<file path="src/core/timer_pair_pkg.sv">
package timer_pair_pkg;

  localparam int WORD_W = 16;
  localparam int PRIO_W = 3;
  localparam int RATIO_W = 2;
  localparam int PRE_W = 8;
  localparam int ADDR_W = 8;

  // =====================================================
  // register byte offsets
  localparam logic [ADDR_W-1:0] OFF_LOW_CTRL   = 8'h00;
  localparam logic [ADDR_W-1:0] OFF_HIGH_CTRL  = 8'h04;
  localparam logic [ADDR_W-1:0] OFF_LOW_COUNT  = 8'h08;
  localparam logic [ADDR_W-1:0] OFF_HIGH_COUNT = 8'h0C;
  localparam logic [ADDR_W-1:0] OFF_PER_LOW    = 8'h10;
  localparam logic [ADDR_W-1:0] OFF_PER_HIGH   = 8'h14;
  localparam logic [ADDR_W-1:0] OFF_IRQ_STATUS = 8'h18;
  localparam logic [ADDR_W-1:0] OFF_IRQ_ENABLE = 8'h1C;
  localparam logic [ADDR_W-1:0] OFF_IRQ_CLEAR  = 8'h20;
  localparam logic [ADDR_W-1:0] OFF_IRQ_PRIO   = 8'h24;

  // =====================================================
  // control field positions
  localparam int BIT_CLK_SRC = 1;
  localparam int BIT_COMBINE = 3;
  localparam int BIT_RATIO_LO = 4;
  localparam int BIT_GATE = 6;
  localparam int BIT_IDLE_STOP = 13;
  localparam int BIT_ON = 15;
  localparam int PRIO_HI_LSB = 4;
  localparam logic [WORD_W-1:0] LOW_CTRL_MASK = 16'hA07A;
  localparam logic [WORD_W-1:0] HIGH_CTRL_MASK = 16'hA072;

  // =====================================================
  // reset values and limits
  localparam logic [WORD_W-1:0] CTRL_RST = 16'h0000;
  localparam logic [WORD_W-1:0] PERIOD_RST = 16'hFFFF;
  localparam logic [WORD_W-1:0] COUNT_MAX = 16'hFFFF;
  localparam logic [WORD_W-1:0] COUNT_ZERO = 16'h0000;
  localparam logic [PRE_W-1:0] PRE_ZERO = 8'h00;
  localparam logic [PRE_W-1:0] PRE_STEP = 8'h01;

  // prescale terminal counts for ratios 1, 8, 64, 256
  localparam logic [PRE_W-1:0] PRESCALE_LAST [4] =
    '{8'h00, 8'h07, 8'h3F, 8'hFF};

endpackage

</file>
<file path="src/core/tick_gen.sv">
`timescale 1ns/1ps
module tick_gen (
  input  wire logic                           mclk,
  input  wire logic                           rst,
  input  wire logic                           run,
  input  wire logic                           clock_source_select,
  input  wire logic                           gate_enable,
  input  wire logic [timer_pair_pkg::RATIO_W-1:0] prescale_ratio,
  input  wire logic                           ext_level,
  input  wire logic                           ext_rise,
  output logic                                count_pulse_q
);
  import timer_pair_pkg::*;

  logic [PRE_W-1:0] pre_q;
  logic             src_tick;

  // =====================================================
  // count source by mode
  always_comb begin
    if (!run) begin
      src_tick = 1'b0;
    end else if (clock_source_select) begin
      src_tick = ext_rise;
    end else if (gate_enable) begin
      src_tick = ext_level;
    end else begin
      src_tick = 1'b1;
    end
  end

  // =====================================================
  // prescaler
  always_ff @(posedge mclk) begin
    if (rst || !run) begin
      pre_q <= PRE_ZERO;
      count_pulse_q <= 1'b0;
    end else if (src_tick) begin
      if (pre_q >= PRESCALE_LAST[prescale_ratio]) begin
        pre_q <= PRE_ZERO;
        count_pulse_q <= 1'b1;
      end else begin
        pre_q <= pre_q + PRE_STEP;
        count_pulse_q <= 1'b0;
      end
    end else begin
      count_pulse_q <= 1'b0;
    end
  end

  a_pulse_needs_run: assert property (
    @(posedge mclk) disable iff (rst)
    count_pulse_q |-> $past(run) && $past(src_tick))
    else $error("count pulse without running source");

endmodule

</file>
<file path="src/core/timer_pair.sv">
// Operation
// - combine clear gives independent 16-bit timers
// - combine bit three joins 32-bit counter
// - upper word high half, lower word low
// - combined uses lower control, upper idle-stop only
// - combined interrupt uses upper flag and enable
// - only lower/upper fixed pairs combine
// - timer, gated timer, synchronous counter modes
// - 2-bit prescaler; lower ratio when combined
// - clock source and gate bits select mode
// - independent compare against own period
// - 32-bit period from both period registers
// - each interrupt has enable and priority
// - mode encoding of source and gate bits
// - internal clock or external count pin edges
//
// Added by the designer: the placing of the registers and the AHB-Lite slave port.
`timescale 1ns/1ps
module timer_pair (
  input  wire logic        mclk,
  input  wire logic        rst,
  input  wire logic        hsel,
  input  wire logic [31:0] haddr,
  input  wire logic [1:0]  htrans,
  input  wire logic        hwrite,
  input  wire logic [2:0]  hsize,
  input  wire logic [31:0] hwdata,
  input  wire logic        hready,
  output logic             hreadyout,
  output logic             hresp,
  output logic [31:0]      hrdata,
  input  wire logic        external_count_clock_low,
  input  wire logic        external_count_clock_high,
  input  wire logic        cpu_idle,
  output logic             irq,
  output logic [timer_pair_pkg::PRIO_W-1:0] irq_priority
);
  import timer_pair_pkg::*;

  // =====================================================
  // state
  logic [WORD_W-1:0] ctrl_q [2];
  logic [WORD_W-1:0] cnt_q [2];
  logic [WORD_W-1:0] per_q [2];
  logic [1:0]        stat_q;
  logic [1:0]        en_q;
  logic [PRIO_W-1:0] prio_q [2];
  logic [ADDR_W-1:0] addr_q;
  logic              wr_pend_q;
  logic [31:0]       rd_d;
  logic              take;
  logic [1:0]        ext_raw;
  logic [1:0]        ext_lvl;
  logic [1:0]        ext_rise;
  logic [1:0]        run;
  logic [1:0]        pulse;
  logic [1:0]        ev;
  logic [1:0]        eff_en;
  logic              combined;
  logic              match_lo;
  logic              match_hi;
  logic              match32;
  logic              wr_lo_ctrl;
  logic              wr_hi_ctrl;
  logic              wr_lo_cnt;
  logic              wr_hi_cnt;
  logic              wr_per_lo;
  logic              wr_per_hi;
  logic              wr_en;
  logic              wr_clr;
  logic              wr_prio;
  logic [1:0]        pend;
  logic [PRIO_W-1:0] prio_d;

  // lower word is timer two (or four), upper three (or five)
  assign combined = ctrl_q[0][BIT_COMBINE];
  assign ext_raw = {external_count_clock_high, external_count_clock_low};

  // =====================================================
  // bus slave: address phase capture
  assign take = hsel && hready && htrans[1];

  // read mux, unmapped reads zero
  always_comb begin
    rd_d = 32'h0000_0000;
    if (haddr[ADDR_W-1:0] == OFF_LOW_CTRL) begin
      rd_d[WORD_W-1:0] = ctrl_q[0];
    end else if (haddr[ADDR_W-1:0] == OFF_HIGH_CTRL) begin
      rd_d[WORD_W-1:0] = ctrl_q[1];
    end else if (haddr[ADDR_W-1:0] == OFF_LOW_COUNT) begin
      rd_d[WORD_W-1:0] = cnt_q[0];
    end else if (haddr[ADDR_W-1:0] == OFF_HIGH_COUNT) begin
      rd_d[WORD_W-1:0] = cnt_q[1];
    end else if (haddr[ADDR_W-1:0] == OFF_PER_LOW) begin
      rd_d[WORD_W-1:0] = per_q[0];
    end else if (haddr[ADDR_W-1:0] == OFF_PER_HIGH) begin
      rd_d[WORD_W-1:0] = per_q[1];
    end else if (haddr[ADDR_W-1:0] == OFF_IRQ_STATUS) begin
      rd_d[1:0] = stat_q;
    end else if (haddr[ADDR_W-1:0] == OFF_IRQ_ENABLE) begin
      rd_d[1:0] = en_q;
    end else if (haddr[ADDR_W-1:0] == OFF_IRQ_PRIO) begin
      rd_d[PRIO_W-1:0] = prio_q[0];
      rd_d[PRIO_HI_LSB+PRIO_W-1:PRIO_HI_LSB] = prio_q[1];
    end
  end

  always_ff @(posedge mclk) begin
    if (rst) begin
      wr_pend_q <= 1'b0;
      addr_q <= OFF_LOW_CTRL;
      hreadyout <= 1'b0;
      hresp <= 1'b0;
      hrdata <= 32'h0000_0000;
    end else begin
      hreadyout <= 1'b1;
      hresp <= 1'b0;
      wr_pend_q <= take && hwrite;
      if (take) begin
        addr_q <= haddr[ADDR_W-1:0];
      end
      if (take && !hwrite) begin
        hrdata <= rd_d;
      end
    end
  end

  // data phase write strobes
  always_comb begin
    wr_lo_ctrl = 1'b0;
    wr_hi_ctrl = 1'b0;
    wr_lo_cnt = 1'b0;
    wr_hi_cnt = 1'b0;
    wr_per_lo = 1'b0;
    wr_per_hi = 1'b0;
    wr_en = 1'b0;
    wr_clr = 1'b0;
    wr_prio = 1'b0;
    if (!wr_pend_q) begin
      wr_en = 1'b0;
    end else if (addr_q == OFF_LOW_CTRL) begin
      wr_lo_ctrl = 1'b1;
    end else if (addr_q == OFF_HIGH_CTRL) begin
      wr_hi_ctrl = 1'b1;
    end else if (addr_q == OFF_LOW_COUNT) begin
      wr_lo_cnt = 1'b1;
    end else if (addr_q == OFF_HIGH_COUNT) begin
      wr_hi_cnt = 1'b1;
    end else if (addr_q == OFF_PER_LOW) begin
      wr_per_lo = 1'b1;
    end else if (addr_q == OFF_PER_HIGH) begin
      wr_per_hi = 1'b1;
    end else if (addr_q == OFF_IRQ_ENABLE) begin
      wr_en = 1'b1;
    end else if (addr_q == OFF_IRQ_CLEAR) begin
      wr_clr = 1'b1;
    end else if (addr_q == OFF_IRQ_PRIO) begin
      wr_prio = 1'b1;
    end
  end

  // =====================================================
  // configuration registers
  always_ff @(posedge mclk) begin
    if (rst) begin
      ctrl_q[0] <= CTRL_RST;
      ctrl_q[1] <= CTRL_RST;
      per_q[0] <= PERIOD_RST;
      per_q[1] <= PERIOD_RST;
      en_q <= 2'h0;
      prio_q[0] <= 3'h0;
      prio_q[1] <= 3'h0;
    end else begin
      if (wr_lo_ctrl) begin
        ctrl_q[0] <= hwdata[WORD_W-1:0] & LOW_CTRL_MASK;
      end
      if (wr_hi_ctrl) begin
        ctrl_q[1] <= hwdata[WORD_W-1:0] & HIGH_CTRL_MASK;
      end
      if (wr_per_lo) begin
        per_q[0] <= hwdata[WORD_W-1:0];
      end
      if (wr_per_hi) begin
        per_q[1] <= hwdata[WORD_W-1:0];
      end
      if (wr_en) begin
        en_q <= hwdata[1:0];
      end
      if (wr_prio) begin
        prio_q[0] <= hwdata[PRIO_W-1:0];
        prio_q[1] <= hwdata[PRIO_HI_LSB+PRIO_W-1:PRIO_HI_LSB];
      end
    end
  end

  // =====================================================
  // run control; upper controls ignored when combined, except upper idle-stop
  assign run[0] = ctrl_q[0][BIT_ON] && !(cpu_idle &&
    (combined ? ctrl_q[1][BIT_IDLE_STOP] : ctrl_q[0][BIT_IDLE_STOP]));
  assign run[1] = !combined && ctrl_q[1][BIT_ON] &&
    !(cpu_idle && ctrl_q[1][BIT_IDLE_STOP]);

  // =====================================================
  // per timer pin sync and count tick
  genvar i;
  generate
    for (i = 0; i < 2; i++) begin : g_unit
      logic s1_q;
      logic s2_q;
      logic s3_q;

      always_ff @(posedge mclk) begin
        if (rst) begin
          s1_q <= 1'b0;
          s2_q <= 1'b0;
          s3_q <= 1'b0;
        end else begin
          s1_q <= ext_raw[i];
          s2_q <= s1_q;
          s3_q <= s2_q;
        end
      end

      assign ext_lvl[i] = s2_q;
      assign ext_rise[i] = s2_q && !s3_q;

      tick_gen u_tick (
        .mclk                (mclk),
        .rst                 (rst),
        .run                 (run[i]),
        .clock_source_select (ctrl_q[i][BIT_CLK_SRC]),
        .gate_enable         (ctrl_q[i][BIT_GATE]),
        .prescale_ratio      (ctrl_q[i][BIT_RATIO_LO+RATIO_W-1:BIT_RATIO_LO]),
        .ext_level           (ext_lvl[i]),
        .ext_rise            (ext_rise[i]),
        .count_pulse_q       (pulse[i])
      );
    end
  endgenerate

  // =====================================================
  // counters
  assign match_lo = cnt_q[0] == per_q[0];
  assign match_hi = cnt_q[1] == per_q[1];
  assign match32 = {cnt_q[1], cnt_q[0]} == {per_q[1], per_q[0]};

  always_ff @(posedge mclk) begin
    if (rst) begin
      cnt_q[0] <= COUNT_ZERO;
      cnt_q[1] <= COUNT_ZERO;
    end else begin
      if (combined && pulse[0]) begin
        if (match32) begin
          cnt_q[0] <= COUNT_ZERO;
          cnt_q[1] <= COUNT_ZERO;
        end else begin
          cnt_q[0] <= cnt_q[0] + 16'h0001;
          if (cnt_q[0] == COUNT_MAX) begin
            cnt_q[1] <= cnt_q[1] + 16'h0001;
          end
        end
      end else if (!combined) begin
        if (pulse[0]) begin
          cnt_q[0] <= match_lo ? COUNT_ZERO : cnt_q[0] + 16'h0001;
        end
        if (pulse[1]) begin
          cnt_q[1] <= match_hi ? COUNT_ZERO : cnt_q[1] + 16'h0001;
        end
      end
      if (wr_lo_cnt) begin
        cnt_q[0] <= hwdata[WORD_W-1:0];
      end
      if (wr_hi_cnt) begin
        cnt_q[1] <= hwdata[WORD_W-1:0];
      end
    end
  end

  // =====================================================
  // interrupt flags, set wins over clear
  assign ev[0] = !combined && pulse[0] && match_lo;
  assign ev[1] = combined ? (pulse[0] && match32)
                          : (pulse[1] && match_hi);
  assign eff_en = {en_q[1], en_q[0] && !combined};
  assign pend = stat_q & eff_en;

  always_ff @(posedge mclk) begin
    if (rst) begin
      stat_q <= 2'h0;
    end else begin
      stat_q <= (stat_q & ~(wr_clr ? hwdata[1:0] : 2'h0)) | ev;
    end
  end

  // highest priority among pending sources
  always_comb begin
    prio_d = 3'h0;
    if (pend[0]) begin
      prio_d = prio_q[0];
    end
    if (pend[1] && (!pend[0] || prio_q[1] > prio_q[0])) begin
      prio_d = prio_q[1];
    end
  end

  always_ff @(posedge mclk) begin
    if (rst) begin
      irq <= 1'b0;
      irq_priority <= 3'h0;
    end else begin
      irq <= |pend;
      irq_priority <= prio_d;
    end
  end

  // =====================================================
  // checks
  a_lo_period_wrap: assert property (
    @(posedge mclk) disable iff (rst)
    (!combined && pulse[0] && match_lo && !wr_lo_cnt && !wr_clr)
    |=> cnt_q[0] == COUNT_ZERO && stat_q[0])
    else $error("lower timer did not wrap on period");
  a_lo_flag_combined: assert property (
    @(posedge mclk) disable iff (rst)
    $rose(stat_q[0]) |-> !$past(combined))
    else $error("lower flag set in combined mode");
  a_upper_carry: assert property (
    @(posedge mclk) disable iff (rst)
    (combined && pulse[0] && !match32 && cnt_q[0] == COUNT_MAX
     && !wr_hi_cnt) |=> cnt_q[1] == $past(cnt_q[1]) + 16'h0001)
    else $error("upper word missed carry");
  a_upper_hold: assert property (
    @(posedge mclk) disable iff (rst)
    (combined && cnt_q[0] != COUNT_MAX && !wr_hi_cnt
     && !(pulse[0] && match32)) |=> $stable(cnt_q[1]))
    else $error("upper word moved without carry");
  a_wrap32: assert property (
    @(posedge mclk) disable iff (rst)
    (combined && pulse[0] && match32 && !wr_lo_cnt && !wr_hi_cnt
     && !wr_clr) |=> cnt_q[0] == COUNT_ZERO && cnt_q[1] == COUNT_ZERO
     && stat_q[1])
    else $error("32-bit timer did not wrap on period");
  a_off_no_count: assert property (
    @(posedge mclk) disable iff (rst)
    (!ctrl_q[0][BIT_ON] ##1 (!ctrl_q[0][BIT_ON] && !wr_lo_cnt))
    |=> $stable(cnt_q[0]))
    else $error("lower counter moved while off");
  a_irq_follows: assert property (
    @(posedge mclk) disable iff (rst)
    (|pend) |=> irq ##0 (irq_priority >= $past(prio_q[1])
    || !$past(pend[1])))
    else $error("interrupt not raised for pending flag");
  a_irq_low_masked: assert property (
    @(posedge mclk) disable iff (rst)
    (combined && !stat_q[1]) |=> !irq)
    else $error("lower enable leaked in combined mode");
  a_bus_okay: assert property (
    @(posedge mclk) disable iff (rst)
    $past(take) |-> hreadyout && !hresp)
    else $error("bus answer not ready or not okay");

endmodule

</file>
<file path="config.mk">
export PLATFORM = sky130hd
export DESIGN_NAME = timer_pair
export DESIGN_NICKNAME = d
export VERILOG_FILES = /design/src/core/timer_pair_pkg.sv /design/src/core/tick_gen.sv /design/src/core/timer_pair.sv
export SDC_FILE = /design/constraint.sdc
export NUM_CORES = 1
export LEC_CHECK = 0
export BUFFER_PORTS_ARGS = -buffer_cell sky130_fd_sc_hd__buf_2
export CAP_MARGIN = 20
export CORE_ASPECT_RATIO = 1.2
export CORE_MARGIN = 10
export CORE_UTILIZATION = 33
export CTS_CLUSTER_DIAMETER = 120
export CTS_CLUSTER_SIZE = 14
export DETAILED_ROUTE_END_ITERATION = 8
export HOLD_SLACK_MARGIN = 0.03
export SETUP_SLACK_MARGIN = 0.3
export SLEW_MARGIN = 20
export SYNTH_ARGS = -nofsm -noshare
export SYNTH_HDL_FRONTEND = slang
export SYNTH_SLANG_ARGS = --single-unit
</file>
<file path="constraint.sdc">
create_clock -name mclk -period 3.1 [get_ports mclk]
set_input_delay 0.31 -clock mclk [delete_from_list [all_inputs] [get_ports mclk]]
set_output_delay 0.31 -clock mclk [all_outputs]
set_load 0.01 [all_outputs]
</file>
# == After elaboration in Yosys (flattened, before gate mapping) ==
# Memory sizes are Yosys's and may differ from the RTL's.
# Index checks and enable logic that the tools add are counted.
# word_totals
register_bits,58
latch_bits,0
ram_bits,84
rom_bits,0
inputBits,77
out_inout_bits,38
word_cells,263
memories,4
# op_classes
n_addsub,4
multipliers,0
div,0
order_cmp,5
n_eq_ne,20
shifts,0
muxes,155
bitwise_logic,22
reduce_logical,35
# mem_list
memory,depth,word_bits,read_ports,rd_ports_with_merged_regs,write_ports,line,source
cnt_q,2,16,2,0,2,timer_pair.sv:43,logic [WORD_W-1:0] cnt_q [2];
per_q,2,16,2,0,2,timer_pair.sv:44,logic [WORD_W-1:0] per_q [2];
ctrl_q,2,7,2,0,2,timer_pair.sv:42,logic [WORD_W-1:0] ctrl_q [2];
prio_q,2,3,2,0,2,timer_pair.sv:47,logic [PRIO_W-1:0] prio_q [2];
# ops
cell,count
16-bit two-way mux,17
1-bit two-way mux,114
"8-bit by 5-bit == test with 1-bit output, second input constant",7
8-bit two-way mux,6
"16-bit by 1-bit adder with 16-bit output, second input constant",2
8-bit binary-select mux with 2-bit select,2
16-bit == test,2
32-bit == test,1
"8-bit by 4-bit == test with 1-bit output, second input constant",4
3-bit two-way mux,10
"8-bit by 6-bit == test with 1-bit output, second input constant",3
1-bit logical AND,18
"8-bit by 1-bit adder with 8-bit output, second input constant",2
"16-bit == test, second input constant",1
"8-bit by 3-bit == test with 1-bit output, second input constant",2
8-bit >= comparator,2
8-bit zero test,2
7-bit two-way mux,2
1-bit bitwise OR,14
1-bit zero test,9
9-bit two-way mux,1
"3-bit >= comparator, second input constant",2
2-bit two-way mux,3
2-bit NOT with 3-bit output,2
7 further kinds,13

# == Longest topological paths before layout ==
# Gate-level depths: netlist (run 1).
# depth
depth_word,15
mapped_depth,9
depth_no_buf,8

# == Modules after synthesis ==
# A second synthesis (run 1) with hierarchy kept.
# unflattened
cells_unflattened,830
area_unflattened_um2,7928.9
# by_module_without_submodules
mod,instances,cells_each,area_each_um2,seq_area_each_um2
timer_pair,1,668,6637.6,3293.2
tick_gen,2,81,645.6,180.2

# == Worst setup path before layout (run 1) ==
# No wires, ideal clock.
# synth_path
kind,register -> register
start,mem cnt_q[0][3]
end,"mem cnt_q[1][0] (netlist: cnt_q[0][16]), enable pin"
setup_ns,0.411
arrival_time_ns,2.523
t_required_ns,2.689
path_slack_ns,0.165
stages_incl_launch_ff,6
n_path_buf,0
cell_sequence,edfxtp_1 > xnor2_1 > nand4_1 > nor4_1 > a32oi_1 > o21ai_0
# synth_lines
item,line
from (decl),timer_pair.sv:43

==> results of run 1 <==
## path summary, 6_finish.rpt
| path | startpoint | endpoint | slack (ns) | depth (start not counted) |
|---|---|---|---|---|
| hold / removal | external_count_clock_high | g_unit[1].s1_q | 0.09 | 2 |
| setup reg to reg | cnt_q[0][25] | cnt_q[0][17] | 0.49 | 7 |
| hold reg to reg | g_unit[0].s1_q | g_unit[0].s2_q | 0.44 | 1 |
| setup / recovery | cnt_q[0][25] | cnt_q[0][17] | 0.49 | 7 |
## sequential cells by signal, summed over array words and instances, names as in the netlist, 2 cells and up
name / cells
stat_q: 2
en_q: 2
g_unit.u_tick.count_pulse_q: 2
per_q: 32
g_unit.s1_q: 2
addr_q: 8
g_unit.u_tick.pre_q: 16
g_unit.s2_q: 2
ctrl_q: 13
cnt_q: 32
g_unit.s3_q: 2
prio_q: 6
hrdata: 16
irq_priority: 3
## Yosys cell counts (all sizes together) (11+ instances only)
cell type and instances:
or2 19, inv 16, nand2 107, a22o 11
o31ai 32, nand4 21, a21oi 41, o21ai 18
nor3 18, and3 21, dfxtp 58, clkbuf 24
xnor2 41, ha 23, nor2 47, buf 30
nand3 27, edfxtp 83, xor2 30
## power by group through the flow
stage	Clock, mW	Combinational [mW]	Sequential [mW]
after floorplan	0	0.181	2.09
after global placement	0	0.266	2.10
after detailed placement	0	0.268	2.11
after CTS	2.07	0.270	2.07
after global routing	2.15	0.297	2.07
final	2.05	0.270	2.07
## logic make-up after synthesis
kind of cell,share of synthesized area
DFF,0.4744
muxes,0.01641
adders and majority gates,0.03737
buffers and inverters,0.04435
and+or+nand+nor,0.2028
xor gates and xnor gates,0.08075
other,0.0004869
AOI/OAI and AO/OA,0.1435
## placed cells by master (no fill, tap or decap), types with 6 or more instances in the layout
cell type | Yosys | layout
sky130_fd_sc_hd__nand2_1 | 107 | 107
sky130_fd_sc_hd__edfxtp_1 | 83 | 83
sky130_fd_sc_hd__dfxtp_1 | 58 | 58
sky130_fd_sc_hd__buf_2 | 9 | 53
sky130_fd_sc_hd__nor2_1 | 46 | 46
sky130_fd_sc_hd__xnor2_1 | 41 | 41
sky130_fd_sc_hd__a21oi_1 | 39 | 38
sky130_fd_sc_hd__o31ai_1 | 32 | 32
sky130_fd_sc_hd__xor2_1 | 30 | 30
sky130_fd_sc_hd__nand3_1 | 27 | 27
sky130_fd_sc_hd__ha_1 | 23 | 23
sky130_fd_sc_hd__nand4_1 | 21 | 21
sky130_fd_sc_hd__and3_1 | 21 | 21
sky130_fd_sc_hd__or2_2 | 18 | 18
sky130_fd_sc_hd__conb_1 | 1 | 17
sky130_fd_sc_hd__clkbuf_16 | 0 | 17
sky130_fd_sc_hd__inv_1 | 16 | 16
sky130_fd_sc_hd__nor3_1 | 17 | 16
sky130_fd_sc_hd__o21ai_0 | 15 | 13
sky130_fd_sc_hd__buf_4 | 18 | 12
sky130_fd_sc_hd__a22o_1 | 11 | 11
sky130_fd_sc_hd__nand2b_1 | 10 | 10
sky130_fd_sc_hd__nor2b_1 | 9 | 9
sky130_fd_sc_hd__and2_1 | 9 | 9
sky130_fd_sc_hd__o22ai_1 | 7 | 7
sky130_fd_sc_hd__mux2i_1 | 7 | 7
sky130_fd_sc_hd__a211oi_1 | 7 | 7
sky130_fd_sc_hd__a222oi_1 | 6 | 6
## per-layer routing
metal	global-route usage	wire length, um	vias up
met5	0	0	-
met4	0.05960	591	0
met3	0.02488	1152	36
met2	0.2545	11300	193
met1	0.1692	9059	2925
li1	-	-	2939
## area by class of cell
| cell class | count | area, um^2 |
|---|---|---|
| fill | 2344 | 14220 |
| multi-input combinational | 591 | 3780 |
| sequential | 141 | 3654 |
| clock buffer | 17 | 425.4 |
| tap | 315 | 394.1 |
| timing repair buffer | 65 | 355.3 |
| clock inverter | 15 | 160.2 |
| inverter | 16 | 60.06 |
## stage by stage
stage	worst slack, ns	cell area [um^2]	power [mW]
floorplan	0.5885	7761	2.268
global placement	0.5587	8239	2.370
detailed placement	0.5067	8239	2.374
CTS	0.5041	8825	4.405
global route	0.3379	8828	4.522
finish	0.4871	8828	4.387
==> flow_summary.json, run 1 <==
{
  "synthDistinctLibCells": 65,
  "clk_latency_worst_skew_pair_ns": 0.43,
  "slew_headroom": 0.3938,
  "numCtsBuffers": 17,
  "gp_routability_congestion": 0.8691,
  "postSynthRegisterBits": 141,
  "post_synth_main_area_contributors": "sky130_fd_sc_hd__edfxtp_1 32%, sky130_fd_sc_hd__dfxtp_1 15%, sky130_fd_sc_hd__nand2_1 5.2%",
  "synth-async-reset-ratio": 0,
  "clockRootBuffer": "sky130_fd_sc_hd__clkbuf_16",
  "antenna-diode-count": 0,
  "slew_viol_final": 0,
  "drt_first_pass_iters": 6,
  "detailroute.via_count": 6093,
  "first_global_vias": 5972,
  "port-buffer-count": 53,
  "totalNegativeSetupSlack_ns": 0,
  "drive_gt1_frac": 0.1550,
  "grt_first_pass_wirelength_mm": 34.00,
  "timing.critical_path.required_ns": 3.27,
  "ys_warn_count": 0,
  "max_stage_delay_ns": 0.64,
  "cts_hold_repair.buffers": 0,
  "instances_no_fill": 1160,
  "pin_count": 115,
  "die_width_um": 159.5,
  "numClockSinks": 141,
  "hold_path_class": "in2reg",
  "initial_core_util": 0.3341,
  "critical_path.cell_chain": "xnor2_1 -> nand4_1 -> nor4_1 -> o32a_1 -> buf_4 -> nand2b_1 -> o21ai_1",
  "crit_path_end_kind": "register",
  "yosys_most_used_dff": "sky130_fd_sc_hd__edfxtp_1",
  "yosysTopAreaCellShare": 0.3236,
  "detailedRoute.firstIterationViolations": 493,
  "cap_violations": 0,
  "rows": 61,
  "start_kind": "register",
  "power.clock.fraction": 0.467,
  "combPwrFrac": 0.062,
  "swShare": 0.2479,
  "synth_edf_count": 83,
  "cp_class": "reg2reg",
  "worstPathBufferInverterCount": 1,
  "synthToLayoutAreaGrowth_pct": 14.64,
  "detail_route.vias_per_cell": 5.253,
  "synthesis.area_per_instance_um2": 9.798,
  "dp_cells": 1128,
  "drt-total-wl_mm": 22.11,
  "place_hpwl_mm": 16.56,
  "crit_family": "simple AND/OR/NAND/NOR gates",
  "final.min_clock_period_ns": 2.613,
  "p_sw_mw": 1.087,
  "timing.fmax_mhz": 382.7,
  "synth-seq-area-share": 0.4744,
  "p_leak_nw": 3.110,
  "layout.core_utilization": 0.3830,
  "critical_path_peak_fanout": 16,
  "power_density_mw_per_mm2": 496.9,
  "htree_num_levels": 4,
  "cts_tree": "yes",
  "grt_use_total": 0.1444,
  "rsz0062_at_grt": "no",
  "synthCells": 786,
  "drt.antenna.violating_nets": 0,
  "grt_remaining_overflow": 0,
  "fin_crit_sh": 0.8429,
  "grt_max_degree": 33,
  "run_status": "finished, final reports clean",
  "finClkSkew_ns": 0.008678,
  "cp.arrival_ns": 2.79,
  "ir_drop_v": 0.0002835,
  "finish.net_count": 932,
  "hold_slack_ns": 0.09309,
  "tightestPinTransition_ns": 0.9073,
  "p_int_mw": 3.299,
  "number_of_gates_resized_after_cts": 0,
  "setup-violations-final": 0,
  "avgRoutedWirePerCell_um": 19.06,
  "final-hold-violation-count": 0,
  "drc_errors": 0,
  "post_synth_instance_area_mm2": 0.007701,
  "cts.path.max_buffers": 2,
  "dominant_cell_type_by_area_after_synthesis": "sky130_fd_sc_hd__edfxtp_1",
  "design.die.area_mm2": 0.02987,
  "die_h_um": 187.3,
  "core_region_area_mm2": 0.02305,
  "clkTransAtPathRegs_ns": 0.06,
  "critical-path-slowest-cell": "sky130_fd_sc_hd__nor4_1",
  "postCtsSetupRepairBufs": 0,
  "pwr-share-seq": 0.471,
  "grt_antenna_before_repair": 0
}
No activity file was read; power rests on OpenSTA's default activity.
==> run 2: changes to the inputs <==
==> constraint.sdc (replaced) <==
create_clock -name mclk -period 2.4 [get_ports mclk]
set_input_delay 0.24 -clock mclk [delete_from_list [all_inputs] [get_ports mclk]]
set_output_delay 0.24 -clock mclk [all_outputs]
set_load 0.01 [all_outputs]
==> flow_summary.json, run 2 (synthesis results as in run 1) <==
{
  "run_status": "finished, final reports clean",
  "cts.path.max_buffers": 2,
  "timing.critical_path.required_ns": 2.57,
  "synthToLayoutAreaGrowth_pct": 24.34,
  "slew_headroom": 0.5844,
  "p_leak_nw": 3.537,
  "grt_use_total": 0.1497,
  "crit_family": "simple AND/OR/NAND/NOR gates",
  "detailroute.via_count": 6288,
  "cp.arrival_ns": 2.29,
  "drive_gt1_frac": 0.2344,
  "numCtsBuffers": 17,
  "max_stage_delay_ns": 0.43,
  "power.clock.fraction": 0.476,
  "rsz0062_at_grt": "yes",
  "worstPathBufferInverterCount": 2,
  "clkTransAtPathRegs_ns": 0.06,
  "dpl-instance-area_mm2": 0.008572,
  "grt_remaining_overflow": 0,
  "leading_cell_types_in_the_layout_fill_and_taps_excluded": "106 x sky130_fd_sc_hd__nand2_1, 83 x sky130_fd_sc_hd__edfxtp_1, 61 x sky130_fd_sc_hd__buf_4, 58 x sky130_fd_sc_hd__dfxtp_1, 53 x sky130_fd_sc_hd__buf_2",
  "drt-total-wl_mm": 23.16,
  "first_global_vias": 6278,
  "tightestPinTransition_ns": 0.6234,
  "finish.net_count": 987,
  "clk_latency_worst_skew_pair_ns": 0.43,
  "design.die.area_mm2": 0.02987,
  "setup-violations-final": 0,
  "grt_max_degree": 33,
  "crit_path_end_kind": "register",
  "instances_no_fill": 1215,
  "totalNegativeSetupSlack_ns": 0,
  "detailedRoute.firstIterationViolations": 503,
  "pwr-share-seq": 0.451,
  "start_kind": "register",
  "grt_antenna_before_repair": 0,
  "die_width_um": 159.5,
  "fill_cells": 2284,
  "rows": 61,
  "fin_crit_sh": 0.8805,
  "p_sw_mw": 1.379,
  "grt_first_pass_wirelength_mm": 35.29,
  "port-buffer-count": 53,
  "final.min_clock_period_ns": 2.113,
  "drt.antenna.violating_nets": 0,
  "final-hold-violation-count": 0,
  "swShare": 0.2343,
  "power_density_mw_per_mm2": 614.6,
  "numClockSinks": 141,
  "hold_path_class": "in2reg",
  "slew_viol_final": 0,
  "finClkSkew_ns": 0.01232,
  "dp_cells": 1162,
  "avgRoutedWirePerCell_um": 19.06,
  "htree_num_levels": 4,
  "die_h_um": 187.3,
  "core_region_area_mm2": 0.02305,
  "drc_errors": 0,
  "critical_path_peak_fanout": 8,
  "detail_route.vias_per_cell": 5.175,
  "drt_first_pass_iters": 5,
  "critical-path-slowest-cell": "sky130_fd_sc_hd__edfxtp_1",
  "pin_count": 115,
  "gp_routability_congestion": 0.9230,
  "p_int_mw": 4.506,
  "design_area_mm2": 0.009575,
  "antenna-diode-count": 0,
  "cp_class": "reg2reg",
  "cap_violations": 0,
  "clockRootBuffer": "sky130_fd_sc_hd__clkbuf_16",
  "reg_top3": "cnt_q x32, per_q x32",
  "mostFrequentLayoutCell": "sky130_fd_sc_hd__nand2_1",
  "cts_tree": "yes",
  "timing.fmax_mhz": 473.2,
  "combPwrFrac": 0.073,
  "ir_drop_v": 0.0004137,
  "place_hpwl_mm": 17.19,
  "critical_path.cell_chain": "xnor2_2 -> nand4_1 -> nor4_2 -> buf_4 -> o32a_4 -> buf_12 -> nand2b_4 -> o21ai_2",
  "initial_core_util": 0.3341
}
## run 2: cell count changes in the layout (fill, tap and decap cells not counted), sizes merged
| cell | before | now |
|---|---|---|
| clkbuf | 17 | 18 |
| clkinvlp | 5 | 4 |
| dlygate4sd3 | 0 | 1 |
| buf | 65 | 119 |
| clkinv | 3 | 4 |
| bufinv | 2 | 4 |
| inv | 21 | 18 |
## run 2: routing by layer
layer | routed length [um] | up-vias | share of wire | GRT usage
met5 | 0 | - | 0 | 0
met4 | 755 | 0 | 0.033 | 0.07744
met3 | 1035 | 38 | 0.045 | 0.02466
met2 | 12010 | 158 | 0.52 | 0.2672
met1 | 9352 | 3043 | 0.40 | 0.1675
li1 | - | 3049 | - | -
## run 2: final cells by class
cell class / instances / area, um^2 / area share
clock buffers: 18 / 429.2 / 0.04482
clock inverters: 14 / 192.7 / 0.02012
inverters: 16 / 60.06 / 0.006272
multi-input cells: 591 / 4005 / 0.4183
flip-flops and latches: 141 / 3654 / 0.3815
well taps: 315 / 394.1 / 0.04116
repair buffers: 120 / 840.8 / 0.08781
## run 2: through the flow
step	hold slack, ns	total power, mW	worst slack (ns)	utilization
3_5_place_dp	0.4348	3.093	0.1193	0.3719
4_1_cts	0.03332	5.903	0.2664	0.4087
6_report	0.03753	5.885	0.2869	0.4154
2_1_floorplan	0.3682	2.932	0.3087	-
5_1_grt	0.03917	6.040	0.2169	0.4154
3_3_place_gp	0.4382	3.087	0.1290	0.3719
## run 2: path summary, 6_finish.rpt
kind | from | to | slack (ns) | depth (start not counted)
worst max-delay path | per_q[0][25] | cnt_q[0][17] | 0.29 | 8
worst min-delay path | external_count_clock_high | g_unit[1].s1_q | 0.04 | 2
worst max register to register | per_q[0][25] | cnt_q[0][17] | 0.29 | 8
worst min register to register | g_unit[1].s1_q | g_unit[1].s2_q | 0.44 | 1
## run 2: timing repair
| item | CTS | global route |
|---|---|---|
| pin swaps | 22 | 23 |
| setup buffers | 10 | 9 |
| endpoints found under the hold margin | 1 | 0 |
| gates cloned | 1 | 0 |
| setup endpoints to repair | 65 | 90 |
| resized for setup | 16 | 17 |
| hold buffers | 1 | 0 |
## run 2: power by group through the flow
stage | Combinational [mW] | Sequential, mW | Clock [mW]
global route | 0.464 | 2.66 | 2.92
detailed placement | 0.386 | 2.71 | 0
global placement | 0.381 | 2.71 | 0
CTS | 0.410 | 2.65 | 2.84
finish | 0.430 | 2.65 | 2.80
floorplan | 0.237 | 2.69 | 0
## run 2: worst register-to-register path, cell delays in order (launching register included)
cell	delay, ns
sky130_fd_sc_hd__edfxtp_1	0.43
sky130_fd_sc_hd__xnor2_2	0.26
sky130_fd_sc_hd__nand4_1	0.16
sky130_fd_sc_hd__nor4_2	0.32
sky130_fd_sc_hd__buf_4	0.19
sky130_fd_sc_hd__o32a_4	0.20
sky130_fd_sc_hd__buf_12	0.14
sky130_fd_sc_hd__nand2b_4	0.13
sky130_fd_sc_hd__o21ai_2	0.05
